==> src/logic/tvp_pkg.sv <==
// Package for the TLB victim index and page attribute block.
// Assumes a single core clock and a classic Wishbone register port.
package tvp_pkg;
    // ==========================================================
    // Geometry
    localparam int          TLB_ENTRIES = 32;
    localparam int          IDX_W       = $clog2(TLB_ENTRIES);
    localparam logic [4:0]  IDX_TOP     = 5'(TLB_ENTRIES - 1);
    // ==========================================================
    // Register offsets (byte addresses)
    localparam logic [7:0] OFS_VICTIM = 8'h00;
    localparam logic [7:0] OFS_EVEN   = 8'h04;
    localparam logic [7:0] OFS_ODD    = 8'h08;
    localparam logic [7:0] OFS_PINNED = 8'h0C;
    localparam logic [7:0] OFS_CTL    = 8'h10;
    localparam logic [7:0] OFS_CAP    = 8'h14;
    // ==========================================================
    // Attribute field positions
    localparam int ATTR_LOAD_INH  = 31;
    localparam int ATTR_FETCH_BLK = 30;
    localparam int ATTR_FN_LO     = 6;
    localparam int ATTR_FN_HI     = 25;
    localparam int ATTR_MT_LO     = 3;
    localparam int ATTR_MT_HI     = 5;
    localparam int ATTR_STORE_OK  = 2;
    localparam int ATTR_VALID     = 1;
    localparam int ATTR_SHARED    = 0;
    // Control register bits
    localparam int CTL_LI_EN = 0;
    localparam int CTL_FB_EN = 1;
    localparam int CTL_SP_EN = 2;
    // Reset values
    localparam logic [31:0] ATTR_RST = 32'h0000_0000;
    localparam logic [4:0]  LFSR_SEED = 5'h15;
    // Memory types after decoding
    typedef enum logic [1:0] {MT_WT_NOALLOC, MT_WT_ALLOC, MT_UNCACHED, MT_WB_ALLOC} tvp_mtype_t;
endpackage : tvp_pkg

==> src/logic/tvp_core.sv <==
// TLB victim index generator, page attribute registers, TLB entry array
// and translation check. Assumes the pipeline gives one-cycle pulses.
`timescale 1ns/1ps
`default_nettype none
// How it works
// - victim index read-only, five bits, upper zero
// - random write uses current victim index
// - lowest index equals pinned entry count
// - highest index is entries minus one
// - decrement on clocks the LFSR does not stall, wrap at pinned count
// - LFSR randomly suppresses the decrement
// - even and odd attribute registers carry entries
// - load inhibit faults loads when enabled
// - fetch block faults fetches when enabled
// - frame number shift depends on small pages
// - store permit zero raises modified fault
// - valid zero raises invalid fault
// - stored shared flag is AND of both
// - shared entry skips space id compare
// - TLB read copies shared flag to both
// - decode memory type codes zero to three
// - codes four-six are write-back, seven uncached
// - writes to read-only fields are ignored
module tvp_core (
    input  wire logic                 core_clk,
    input  wire logic                 rst,
    input  wire logic [7:0]           wb_adr_i,
    input  wire logic [31:0]          wb_dat_i,
    input  wire logic [3:0]           wb_sel_i,
    input  wire logic                 wb_we_i,
    input  wire logic                 wb_cyc_i,
    input  wire logic                 wb_stb_i,
    output logic      [31:0]          wb_dat_o,
    output logic                      wb_ack_o,
    output logic                      wb_err_o,
    input  wire logic                 tlb_write_victim,
    input  wire logic                 tlb_write_indexed,
    input  wire logic                 tlb_read_entry,
    input  wire logic [tvp_pkg::IDX_W-1:0] entry_index,
    input  wire logic [18:0]          wr_vpn,
    input  wire logic [7:0]           wr_space_id,
    input  wire logic                 lk_valid,
    input  wire logic [19:0]          lk_vpn,
    input  wire logic [7:0]           lk_space_id,
    input  wire logic [1:0]           lk_kind,
    output logic                      lk_hit,
    output logic                      lk_miss,
    output logic                      lk_invalid_fault,
    output logic                      lk_modified_fault,
    output logic      [31:0]          lk_phys_addr,
    output tvp_pkg::tvp_mtype_t       lk_mtype
);
    import tvp_pkg::*;

    // Register map, one word per offset: victim index at 0x00,
    // read only; even and odd page attributes at 0x04 and 0x08;
    // pinned entry count at 0x0C, whose write also restarts the
    // victim index; control at 0x10; capability at 0x14. Any
    // other offset draws an error answer instead of an ack.
    // The TLB instruction and lookup ports are one-cycle strobes
    // from the pipeline on this same clock, so no synchroniser.

    // lk_kind: 0 load, 1 store, 2 fetch.
    // Code 3 is unused; it meets only the valid check.
    localparam logic [1:0] KIND_STORE = 2'h1;
    localparam logic [1:0] KIND_FETCH = 2'h2;

    logic [IDX_W-1:0] victim_q;
    logic [IDX_W-1:0] pinned_q;
    logic [4:0]       lfsr_q;
    logic [31:0]      even_q;
    logic [31:0]      odd_q;
    logic [2:0]       ctl_q;
    logic             cap_sp_q;
    logic             ack_q;
    logic [31:0]      rdata_q;
    logic             err_q;

    // Attribute word layout, shared by both page registers:
    // bit 31 load inhibit, bit 30 fetch block, bits 29:26
    // spare and stored as written, bits 25:6 frame number,
    // bits 5:3 memory type, bit 2 store permit, bit 1 valid,
    // bit 0 shared flag.
    // Entry array: tag, space id, shared flag, and two page halves.
    // The array keeps whole attribute words, but a read gives
    // back bit 0 as the entry's stored shared flag, not as written.
    logic [18:0] ent_vpn_q   [TLB_ENTRIES];
    logic [7:0]  ent_sid_q   [TLB_ENTRIES];
    logic        ent_shr_q   [TLB_ENTRIES];
    logic [31:0] ent_even_q  [TLB_ENTRIES];
    logic [31:0] ent_odd_q   [TLB_ENTRIES];

    // ==========================================================
    // Wishbone slave
    // A single wait-free ack the cycle after the strobe; the gap after
    // ack keeps back-to-back cycles from being counted twice.
    // A request is taken on the edge where it is first seen;
    // ack or err stands for the next cycle only. A master that
    // holds its request through ack is not taken twice,
    // because the request gate looks at the pending answer.
    logic bus_req;
    logic bus_wr;
    logic adr_ok;
    assign bus_req = wb_cyc_i && wb_stb_i && !ack_q && !err_q;
    assign bus_wr  = bus_req && wb_we_i && adr_ok;
    assign adr_ok  = (wb_adr_i == OFS_VICTIM) || (wb_adr_i == OFS_EVEN) ||
                     (wb_adr_i == OFS_ODD) || (wb_adr_i == OFS_PINNED) ||
                     (wb_adr_i == OFS_CTL) || (wb_adr_i == OFS_CAP);

    // Byte-lane merge for writable registers.
    // Lanes with sel low keep their old bytes, so software may
    // change one byte of an attribute word without a read first.
    function automatic logic [31:0] merge(input logic [31:0] old,
                                          input logic [31:0] nw,
                                          input logic [3:0]  sel);
        logic [31:0] r;
        r = old;
        for (int b = 0; b < 4; b++) begin
            if (sel[b]) begin
                r[b*8 +: 8] = nw[b*8 +: 8];
            end
        end
        return r;
    endfunction : merge

    // Answer: ack for mapped addresses, err for unmapped.
    always_ff @(posedge core_clk) begin
        if (rst) begin
            ack_q <= 1'b0;
            err_q <= 1'b0;
        end else begin
            ack_q <= bus_req && adr_ok;
            err_q <= bus_req && !adr_ok;
        end
    end

    // Read data; a read of the victim index has no side effect.
    // The default arm only serves the error path, whose data
    // no master is allowed to use.
    always_ff @(posedge core_clk) begin
        if (rst) begin
            rdata_q <= 32'h0000_0000;
        end else if (bus_req && !wb_we_i) begin
            unique case (wb_adr_i)
                OFS_VICTIM: rdata_q <= 32'(victim_q);
                OFS_EVEN:   rdata_q <= even_q;
                OFS_ODD:    rdata_q <= odd_q;
                OFS_PINNED: rdata_q <= 32'(pinned_q);
                OFS_CTL:    rdata_q <= 32'(ctl_q);
                OFS_CAP:    rdata_q <= 32'(cap_sp_q);
                default:    rdata_q <= 32'h0000_0000;
            endcase
        end
    end

    // Bus outputs come straight from flip-flops.
    assign wb_dat_o = rdata_q;
    assign wb_ack_o = ack_q;
    assign wb_err_o = err_q;

    // ==========================================================
    // Victim index
    logic pinned_wr;
    assign pinned_wr = bus_wr && (wb_adr_i == OFS_PINNED);

    // The index walks down from the top entry to the pinned count
    // and then jumps back to the top. Entries below the pinned
    // count are never reached, so they stay safe from random
    // replacement. A pinned count at the top parks the index on
    // the last entry. The value is only read, never consumed,
    // so a bus read does not disturb the sequence.
    logic [IDX_W-1:0] victim_d;
    always_comb begin
        victim_d = victim_q;
        if (!lfsr_q[0]) begin
            if (victim_q <= pinned_q) begin
                victim_d = IDX_TOP;
            end else begin
                victim_d = victim_q - 1'b1;
            end
        end
    end

    // Writes to the victim index offset are acked and dropped.
    always_ff @(posedge core_clk) begin
        if (rst || pinned_wr) begin
            victim_q <= IDX_TOP;
        end else begin
            victim_q <= victim_d;
        end
    end

    // Pinned entry count; only the index bits are kept.
    // Upper bits of the written word are dropped without error.
    always_ff @(posedge core_clk) begin
        if (rst) begin
            pinned_q <= '0;
        end else if (pinned_wr && wb_sel_i[0]) begin
            pinned_q <= wb_dat_i[IDX_W-1:0];
        end
    end

    // Galois LFSR, x^5 + x^3 + 1; a stall on about half of cycles.
    // The seed is non-zero and the polynomial is primitive, so
    // the register never locks up at zero. Stalling this often
    // trades walking speed for an index that software cannot
    // easily predict or fall into step with.
    always_ff @(posedge core_clk) begin
        if (rst) begin
            lfsr_q <= LFSR_SEED;
        end else begin
            lfsr_q <= {lfsr_q[0], lfsr_q[4], lfsr_q[3] ^ lfsr_q[0], lfsr_q[2:1]};
        end
    end

    // ==========================================================
    // Control and capability
    // Control bit 0 arms load inhibit, bit 1 arms fetch block and
    // bit 2 asks for small pages. The capability bit is writable
    // so that a test can switch small pages in; a product build
    // would tie it to the configured value.
    always_ff @(posedge core_clk) begin
        if (rst) begin
            ctl_q    <= 3'h0;
            cap_sp_q <= 1'b0;
        end else begin
            if (bus_wr && wb_adr_i == OFS_CTL && wb_sel_i[0]) begin
                ctl_q <= wb_dat_i[2:0];
            end
            if (bus_wr && wb_adr_i == OFS_CAP && wb_sel_i[0]) begin
                cap_sp_q <= wb_dat_i[0];
            end
        end
    end

    // ==========================================================
    // Page attribute registers
    // Software writes are stored as given; the four bits above the
    // frame number are left to software to zero.
    // A TLB read in the same cycle as a bus write wins, because
    // the pipeline's own instruction must not be half overwritten
    // by a store from software that lands on the same edge.
    logic [IDX_W-1:0] rd_idx;
    assign rd_idx = entry_index;

    always_ff @(posedge core_clk) begin
        if (rst) begin
            even_q <= ATTR_RST;
            odd_q  <= ATTR_RST;
        end else if (tlb_read_entry) begin
            even_q <= {ent_even_q[rd_idx][31:1], ent_shr_q[rd_idx]};
            odd_q  <= {ent_odd_q[rd_idx][31:1], ent_shr_q[rd_idx]};
        end else begin
            if (bus_wr && wb_adr_i == OFS_EVEN) begin
                even_q <= merge(even_q, wb_dat_i, wb_sel_i);
            end
            if (bus_wr && wb_adr_i == OFS_ODD) begin
                odd_q <= merge(odd_q, wb_dat_i, wb_sel_i);
            end
        end
    end

    // ==========================================================
    // Entry array write
    logic [IDX_W-1:0] wr_idx;
    logic             wr_en;
    assign wr_idx = tlb_write_victim ? victim_q : entry_index;
    assign wr_en  = tlb_write_victim || tlb_write_indexed;

    // No reset: the array content is defined by software before use.
    // A random write takes the index as it stands at the edge of
    // the pulse; the index may step on that same edge, which is
    // harmless since only the old value is used.
    // The stored shared flag needs both halves to be shared.
    // Lookups see a new entry from the cycle after the write.
    always_ff @(posedge core_clk) begin
        if (wr_en) begin
            ent_vpn_q[wr_idx]  <= wr_vpn;
            ent_sid_q[wr_idx]  <= wr_space_id;
            ent_shr_q[wr_idx]  <= even_q[ATTR_SHARED] & odd_q[ATTR_SHARED];
            ent_even_q[wr_idx] <= even_q;
            ent_odd_q[wr_idx]  <= odd_q;
        end
    end

    // ==========================================================
    // Lookup, one cycle registered
    // Every entry compares its tag against the upper virtual page
    // bits; bit 0 of the page number picks the even or odd half.
    // A shared entry matches any space id. When software leaves
    // two entries matching, the lowest index wins; this keeps the
    // result defined but hides the duplicate from software.
    logic [TLB_ENTRIES-1:0] match;
    genvar g;
    generate
        for (g = 0; g < TLB_ENTRIES; g++) begin : g_match
            assign match[g] = (ent_vpn_q[g] == lk_vpn[19:1]) &&
                              (ent_shr_q[g] || ent_sid_q[g] == lk_space_id);
        end
    endgenerate

    logic [31:0] page;
    logic        any_hit;
    always_comb begin
        page    = 32'h0000_0000;
        any_hit = 1'b0;
        for (int i = 0; i < TLB_ENTRIES; i++) begin
            if (match[i] && !any_hit) begin
                any_hit = 1'b1;
                page    = lk_vpn[0] ? ent_odd_q[i] : ent_even_q[i];
            end
        end
    end

    logic inv;
    logic modf;
    logic [31:0] pa;
    tvp_mtype_t  mt;
    // Fault checks: invalid takes priority over modified, so a
    // store to an invalid page reports only the invalid fault.
    // The inhibit bits only count while their enable is set;
    // otherwise they behave as reserved zero bits.
    // Frame number placement follows the small-page setting.
    always_comb begin
        inv = !page[ATTR_VALID];
        if (ctl_q[CTL_LI_EN] && page[ATTR_LOAD_INH] && lk_kind == 2'h0) begin
            inv = 1'b1;
        end
        if (ctl_q[CTL_FB_EN] && page[ATTR_FETCH_BLK] && lk_kind == KIND_FETCH) begin
            inv = 1'b1;
        end
        modf = !inv && lk_kind == KIND_STORE && !page[ATTR_STORE_OK];
        // Offset bits of the page come from the virtual side upstream.
        if (cap_sp_q && ctl_q[CTL_SP_EN]) begin
            pa = {2'b00, page[ATTR_FN_HI:ATTR_FN_LO], 10'h000};
        end else begin
            pa = {page[ATTR_FN_HI:ATTR_FN_LO], 12'h000};
        end
        unique case (page[ATTR_MT_HI:ATTR_MT_LO])
            3'h0:    mt = MT_WT_NOALLOC;
            3'h1:    mt = MT_WT_ALLOC;
            3'h2:    mt = MT_UNCACHED;
            3'h7:    mt = MT_UNCACHED;
            default: mt = MT_WB_ALLOC;
        endcase
    end

    // Results stand one cycle after the lookup request.
    // The flags are gated by the lookup strobe so that they pulse
    // once; the address and type follow the array every cycle and
    // are only meaningful while the hit flag stands.
    // A miss leaves both fault flags low.
    always_ff @(posedge core_clk) begin
        if (rst) begin
            lk_hit            <= 1'b0;
            lk_miss           <= 1'b0;
            lk_invalid_fault  <= 1'b0;
            lk_modified_fault <= 1'b0;
            lk_phys_addr      <= 32'h0000_0000;
            lk_mtype          <= MT_WT_NOALLOC;
        end else begin
            lk_hit            <= lk_valid && any_hit;
            lk_miss           <= lk_valid && !any_hit;
            lk_invalid_fault  <= lk_valid && any_hit && inv;
            lk_modified_fault <= lk_valid && any_hit && modf;
            lk_phys_addr      <= pa;
            lk_mtype          <= mt;
        end
    end
endmodule : tvp_core
`default_nettype wire

==> config.mk <==
export PLATFORM = sky130hd
export DESIGN_NAME = tvp_core
export DESIGN_NICKNAME = d
export VERILOG_FILES = /design/src/logic/tvp_pkg.sv /design/src/logic/tvp_core.sv
export SDC_FILE = /design/constraint.sdc
export NUM_CORES = 2
export LEC_CHECK = 0
export CAP_MARGIN = 10
export CORE_MARGIN = 5
export CORE_UTILIZATION = 42
export CTS_BUF_LIST = sky130_fd_sc_hd__clkbuf_8
export DETAILED_ROUTE_END_ITERATION = 6
export DONT_BUFFER_PORTS = 1
export GPL_ROUTABILITY_DRIVEN = 0
export PLACE_DENSITY_LB_ADDON = 0.2
export SYNTH_ARGS = -nofsm -noshare
export SYNTH_HDL_FRONTEND = slang
export SYNTH_SLANG_ARGS = --single-unit
==> constraint.sdc <==
create_clock -name core_clk -period 10.3 [get_ports core_clk]
set_input_delay 2.06 -clock core_clk [delete_from_list [all_inputs] [get_ports core_clk]]
set_output_delay 2.06 -clock core_clk [all_outputs]
set_load 0.005 [all_outputs]
; Yosys cells after proc, flatten, opt, wreduce, memory -nomap -nowiden
; Memory sizes are Yosys's and may differ from the RTL's.
; Index checks and enable logic that the tools add are counted.
[op_classes]
n_mux = 113
magnitude_cmp = 1
n_reduce_logical = 188
bitwise_logic = 3
n_eq_ne = 74
add_sub_neg = 1
[op_table]
columns = op, count
row1 = 32-bit 2-to-1 mux, 68
row2 = 19-bit == test, 32
row3 = 8-bit == test, 32
row4 = 32-bit case mux with 6 select lines, 1
row5 = 1-bit logical AND, 90
row6 = 1-bit logical NOT, 39
row7 = 1-bit logical OR, 39
row8 = 1-bit 2-to-1 mux, 36
row9 = 8-bit 2-to-1 mux, 4
row10 = 30-bit 2-to-1 mux, 1
row11 = 8-bit by 4-bit == test with 1-bit output (second input constant), 2
row12 = 8-bit by 5-bit == test with 1-bit output (second input constant), 2
row13 = 2-bit AND reduction, 8
row14 = 2-bit nonzero test, 6
row15 = 5-bit 2-to-1 mux, 2
row16 = 8-bit by 3-bit == test with 1-bit output (second input constant), 1
row17 = 8-bit logical NOT, 1
row18 = 2-bit case mux with 3 select lines, 1
row19 = 2-bit OR reduction, 3
row20 = 5-bit <= comparator, 1
row21 = 5-bit by 1-bit subtractor with 5-bit output (second input constant), 1
row22 = 3-bit by 1-bit == test with 1-bit output (second input constant), 1
row23 = 3-bit by 2-bit == test with 1-bit output (second input constant), 1
row24 = 3-bit == test (second input constant), 1
row25 = other kinds (7), 7
[totals]
word_cells = 409
reg_bits = 155
memories = 5
mem_bits_rw = 2944
out_inout_bits = 72
in_bits = 115
[mem_list]
columns = name, depth, word_bits, rd, rd_ports_with_merged_regs, write_ports, line
row1 = ent_even_q, 32, 32, 33, 0, 1, tvp_core.sv:90  ; logic [31:0] ent_even_q [TLB_ENTRIES];
row2 = ent_odd_q, 32, 32, 33, 0, 1, tvp_core.sv:91  ; logic [31:0] ent_odd_q [TLB_ENTRIES];
row3 = ent_vpn_q, 32, 19, 32, 0, 1, tvp_core.sv:87  ; logic [18:0] ent_vpn_q [TLB_ENTRIES];
row4 = ent_sid_q, 32, 8, 32, 0, 1, tvp_core.sv:88  ; logic [7:0] ent_sid_q [TLB_ENTRIES];
row5 = ent_shr_q, 32, 1, 33, 0, 1, tvp_core.sv:89  ; logic ent_shr_q [TLB_ENTRIES];

; Longest topological paths before layout
; An unclocked memory read counts as a cell.
[depth]
ltp_word = 106
ltp_mapped = 21

; Worst setup path after synthesis
; OpenSTA, ideal clock, no wires.
[synth_path]
path_kind = input to register
from = input entry_index[3] in the netlist's numbering
to = memory ent_even_q[10][10] (enable)
path_slack_ns = 2.498
n_path_buf = 3
arrival_time_ns = 7.262
stages = 6
required_ns = 9.760
setup_ns = 0.540
cell_sequence = clkbuf_1 clkbuf_1 clkbuf_1 mux2_2 nand2_1 nor2_1
[synth_via]
elab_chain_len = 1
[synth_lines]
columns = element, line
row1 = start: declaration, tvp_core.sv:39  ; input wire logic [tvp_pkg::IDX_W-1:0] entry_index,
row2 = 5-bit 2-to-1 mux, tvp_core.sv:267  ; assign wr_idx = tlb_write_victim ? victim_q : entry_index;
row3 = end: declaration, tvp_core.sv:90
; Every way passes these cells.

; Final worst setup path
[layout_path]
from = input lk_vpn[7]
to = register lk_phys_addr[28]
[layout_via]
elab_chain_len = 97
elab_cells_between_ends = 190
[layout_lines]
columns = element, line
row1 = start: declaration, tvp_core.sv:43  ; input wire logic [19:0] lk_vpn,
row2 = 19-bit == test, tvp_core.sv:297  ; assign match[g] = (ent_vpn_q[g] == lk_vpn[19:1]) &&
row3 = 1-bit logical AND, tvp_core.sv:297
row4 = 1-bit 2-to-1 mux, tvp_core.sv:308  ; if (match[i] && !any_hit) begin
row5 = 1-bit logical NOT, tvp_core.sv:308
row6 = 1-bit logical AND, tvp_core.sv:308
row7 = 1-bit 2-to-1 mux, tvp_core.sv:308
row8 = 1-bit logical NOT, tvp_core.sv:308
row9 = 1-bit logical AND, tvp_core.sv:308
row10 = (+81 left out), n/a
row11 = 1-bit 2-to-1 mux, tvp_core.sv:308
row12 = 1-bit logical NOT, tvp_core.sv:308
row13 = 1-bit logical AND, tvp_core.sv:308
row14 = 1-bit 2-to-1 mux, tvp_core.sv:308
row15 = 1-bit logical NOT, tvp_core.sv:308
row16 = 1-bit logical AND, tvp_core.sv:308
row17 = 32-bit 2-to-1 mux (*), tvp_core.sv:308
row18 = 30-bit 2-to-1 mux (*), tvp_core.sv:334  ; if (cap_sp_q && ctl_q[CTL_SP_EN]) begin
row19 = end signal: assignment, tvp_core.sv:366  ; lk_phys_addr <= pa;
row20 = end: declaration, tvp_core.sv:50  ; output logic [31:0] lk_phys_addr,
; Mark *: on every way between the ends. The rest lies on a longest branch, timed or not.
; A chain may end at the register's enable or synchronous reset.

==> flow_summary.json <==
{
  "clkPwrFrac_pct": 41.1,
  "finalSetupViolations": 0,
  "overflow": 0,
  "synth-simple-area-share_pct": 4.10,
  "dieHeight_um": 579,
  "p_sw_share_pct": 23.5,
  "grt_pass1_wl_um": 675000,
  "layout_commonest_cell": "edfxtp_1",
  "die_width_um": 579,
  "ys_seq_area_share_pct": 65.8,
  "max_cap_viol_count": 0,
  "synth-adder-area-share_pct": 0.0552,
  "outcome": "finished, violations left",
  "holdPathStages": 1,
  "grt_pass1_vias": 83100,
  "worstSetupPathType": "in -> reg",
  "die_area_sq_um": 335000,
  "start_kind": "input port",
  "synth_xor_area_share_pct": 5.60,
  "synth_top_cell_area_share_pct": 63.6,
  "synthTopCellsByArea": "edfxtp_1, mux4_2, mux2i_1",
  "synth_edf_count": 2880,
  "seqPwrFrac_pct": 53.4,
  "crit_family": "simple AND/OR/NAND/NOR gates",
  "multiInputGateArea_sq_um": 44400,
  "peakVddDrop_v": 0.000130,
  "period_share_pct": 75.6,
  "cp_max_fo": 32,
  "final_nets": 8467,
  "total_power_mw": 25.8,
  "pwr-share-comb_pct": 5.5,
  "firstDrtPassIters": 6,
  "drc": 0,
  "crit_arrival_ns": 8.79,
  "critPathSlowestCell": "or2_2",
  "cts_buffers": 528,
  "netlist_area_sq_um": 136000,
  "insertion_delay_ns": 1.18,
  "via_count": 83800,
  "start_util_pct": 42.2,
  "path_buf_inv": 1,
  "avgViaCountPerCell": 6.40,
  "crit_path_end_kind": "register",
  "min_path_type": "reg -> reg",
  "synth_ff_type": "edfxtp_1",
  "yosysWarnings": 0,
  "drive_above_1_share_pct": 21.1,
  "cts_resized": 0,
  "cts_hold_buf": 0,
  "detail-route-antenna-nets": 0,
  "power_density_nw_per_um2": 171,
  "port_buffers": 0,
  "seq_area_sq_um": 89400,
  "grt_max_degree": 509,
  "clockRootBuffer": "clkbuf_8",
  "rows": 208,
  "cts_setup_buffers": 0,
  "critical-path-max-stage-delay_ns": 1.04,
  "synth_async_sr_flop_share_pct": 0,
  "synth-compound-area-share_pct": 4.84,
  "syn_avg_cell_area_sq_um": 16.8,
  "yosysTopAreaCell": "edfxtp_1",
  "rsz0062_at_grt": "no",
  "slew_violations": 217,
  "dp_hpwl_um": 288000,
  "wl_per_cell_um": 37.9,
  "cts_sinks": 3025,
  "timing.slew.headroom_pct": -13.8,
  "cellLeakagePower_nw": 50.7,
  "path_cells": "xor2_1, nor4_1, nand4_1, nor3_2, nor3_1, nand4_2, buf_4, or2_2, o21ai_0, a2111oi_0, o311ai_0, a211o_1, a31oi_1, o22ai_1",
  "syn_to_final_growth_pct": 11.5,
  "worst_pin_slew_ns": 1.71,
  "r2r_cells": 13,
  "first_iter_violations": 12000,
  "core_area_sq_um": 322000,
  "clockBufferDepth": 4,
  "fmax_mhz": 128,
  "crit_cells": 14,
  "fin_skew_ns": 0.0762,
  "fillCellCount": 27500,
  "violations": "max-slew violations",
  "fin_setup_tns_ns": 0,
  "synth.area.mux_share_pct": 17.6,
  "synth_top_family_by_area": "multiplexers",
  "ys_ff_latch": 3025,
  "final_cell_mix": "edfxtp_1, mux2i_1, xor2_1",
  "synth_cells": 8109,
  "h-tree-depth": 6,
  "synth.distinct_cells": 84,
  "clk_pin_slew_ns": 0.06,
  "cp.required_ns": 11.31,
  "finalWirelength_um": 495000,
  "p_switching_mw": 6.07,
  "cts_tree": "done",
  "hold_viol_final": 0,
  "period_needed_ns": 7.79,
  "p_int_mw": 19.8,
  "grt_antenna_before_repair": 30,
  "pin_count": 187,
  "grtUsageTotal_pct": 28.9
}
[per-layer routing]
metal / track usage [%] / up-vias / routed length, um / part of all wire [%]
li1: - / 33200 / - / -
met1: 39.1 / 43700 / 189000 / 38
met2: 43.7 / 5721 / 221000 / 45
met3: 8.09 / 1119 / 59600 / 12
met4: 12.9 / 22 / 25300 / 5.1
met5: 0 / - / 143 / 0.029
[registers in the layout, indices dropped and copies added (netlist names), 2 cells and up]
name / count
lk_phys_addr: 22
pinned_q: 5
ent_vpn_q: 608
odd_q: 32
ent_odd_q: 992
lfsr_q: 5
ent_shr_q: 32
lk_mtype: 2
victim_q: 5
ctl_q: 3
even_q: 32
wb_dat_o: 32
ent_even_q: 992
ent_sid_q: 256
[per-stage QoR]
stage / setup slack, ns / util, % / cell area (sq um) / hold WS (ns) / cells
floorplan: 2.50 / - / 136000 / 0.389 / 8118
global placement: 1.56 / 43.9 / 141000 / 0.401 / 12100
detailed placement: 1.59 / 43.9 / 141000 / 0.397 / 12100
CTS: 2.82 / 47.0 / 151000 / 0.414 / 13100
global route: 2.54 / 47.1 / 151000 / 0.442 / 13100
finish: 2.51 / 47.1 / 151000 / 0.410 / 13100
[cells in the mapped netlist (all sizes together) (77+ instances only)]
master	number
o22ai	77
o221ai	90
mux2i	776
nand2	200
nor2	342
dfxtp	145
mux4	634
a21oi	264
clkbuf	224
a211oi	80
buf	324
edfxtp	2880
xor2	754
nand3	85
mux2	167
o21ai	127
nor4	213
xnor2	115
[final timing paths]
check / start / to / slack, ns
worst max-delay path: lk_vpn[7] / lk_phys_addr[28] / 2.51
worst min-delay path: lfsr_q[1] / lfsr_q[0] / 0.41
worst max register to register: ent_sid_q[14][1] / lk_phys_addr[28] / 3.09
worst min register to register: lfsr_q[1] / lfsr_q[0] / 0.41
[kinds of logic after synthesis]
logic type / count (synthesis)
flip-flops: 3025
multiplexers: 1577
AND/OR/NAND/NOR: 1106
AO/OA/AOI/OAI: 963
XOR/XNOR: 869
buffers and inverters: 562
adder cells (fa/ha/maj): 6
other: 1
[cell type report]
type	instances	share of cell area, %
antenna	23	0.0380
clock buffer	561	5.10
clock inverter	380	1.44
inverter	14	0.0347
multi-input combinational	4531	29.3
sequential	3025	59.0
tap	4305	3.56
timing repair buffer	246	1.53
[worst reg2reg max path: cells and delay by family, from the launching register on]
kind	cells	cell delay (ns)
simple gates	5	3.62
compound gates	7	2.89
flops	1	0.39
xor+xnor	1	0.16
[power by group through the flow]
stage / Combinational, mW / Clock [mW] / Sequential (mW)
after global routing: 1.49 / 11.4 / 13.8
final: 1.43 / 10.6 / 13.8
after detailed placement: 1.28 / 0 / 14.0
after CTS: 1.28 / 10.8 / 13.8
after global placement: 1.27 / 0 / 14.0
after floorplan: 1.00 / 0 / 14.1
Note: power is estimated with default switching activity, not from simulation.
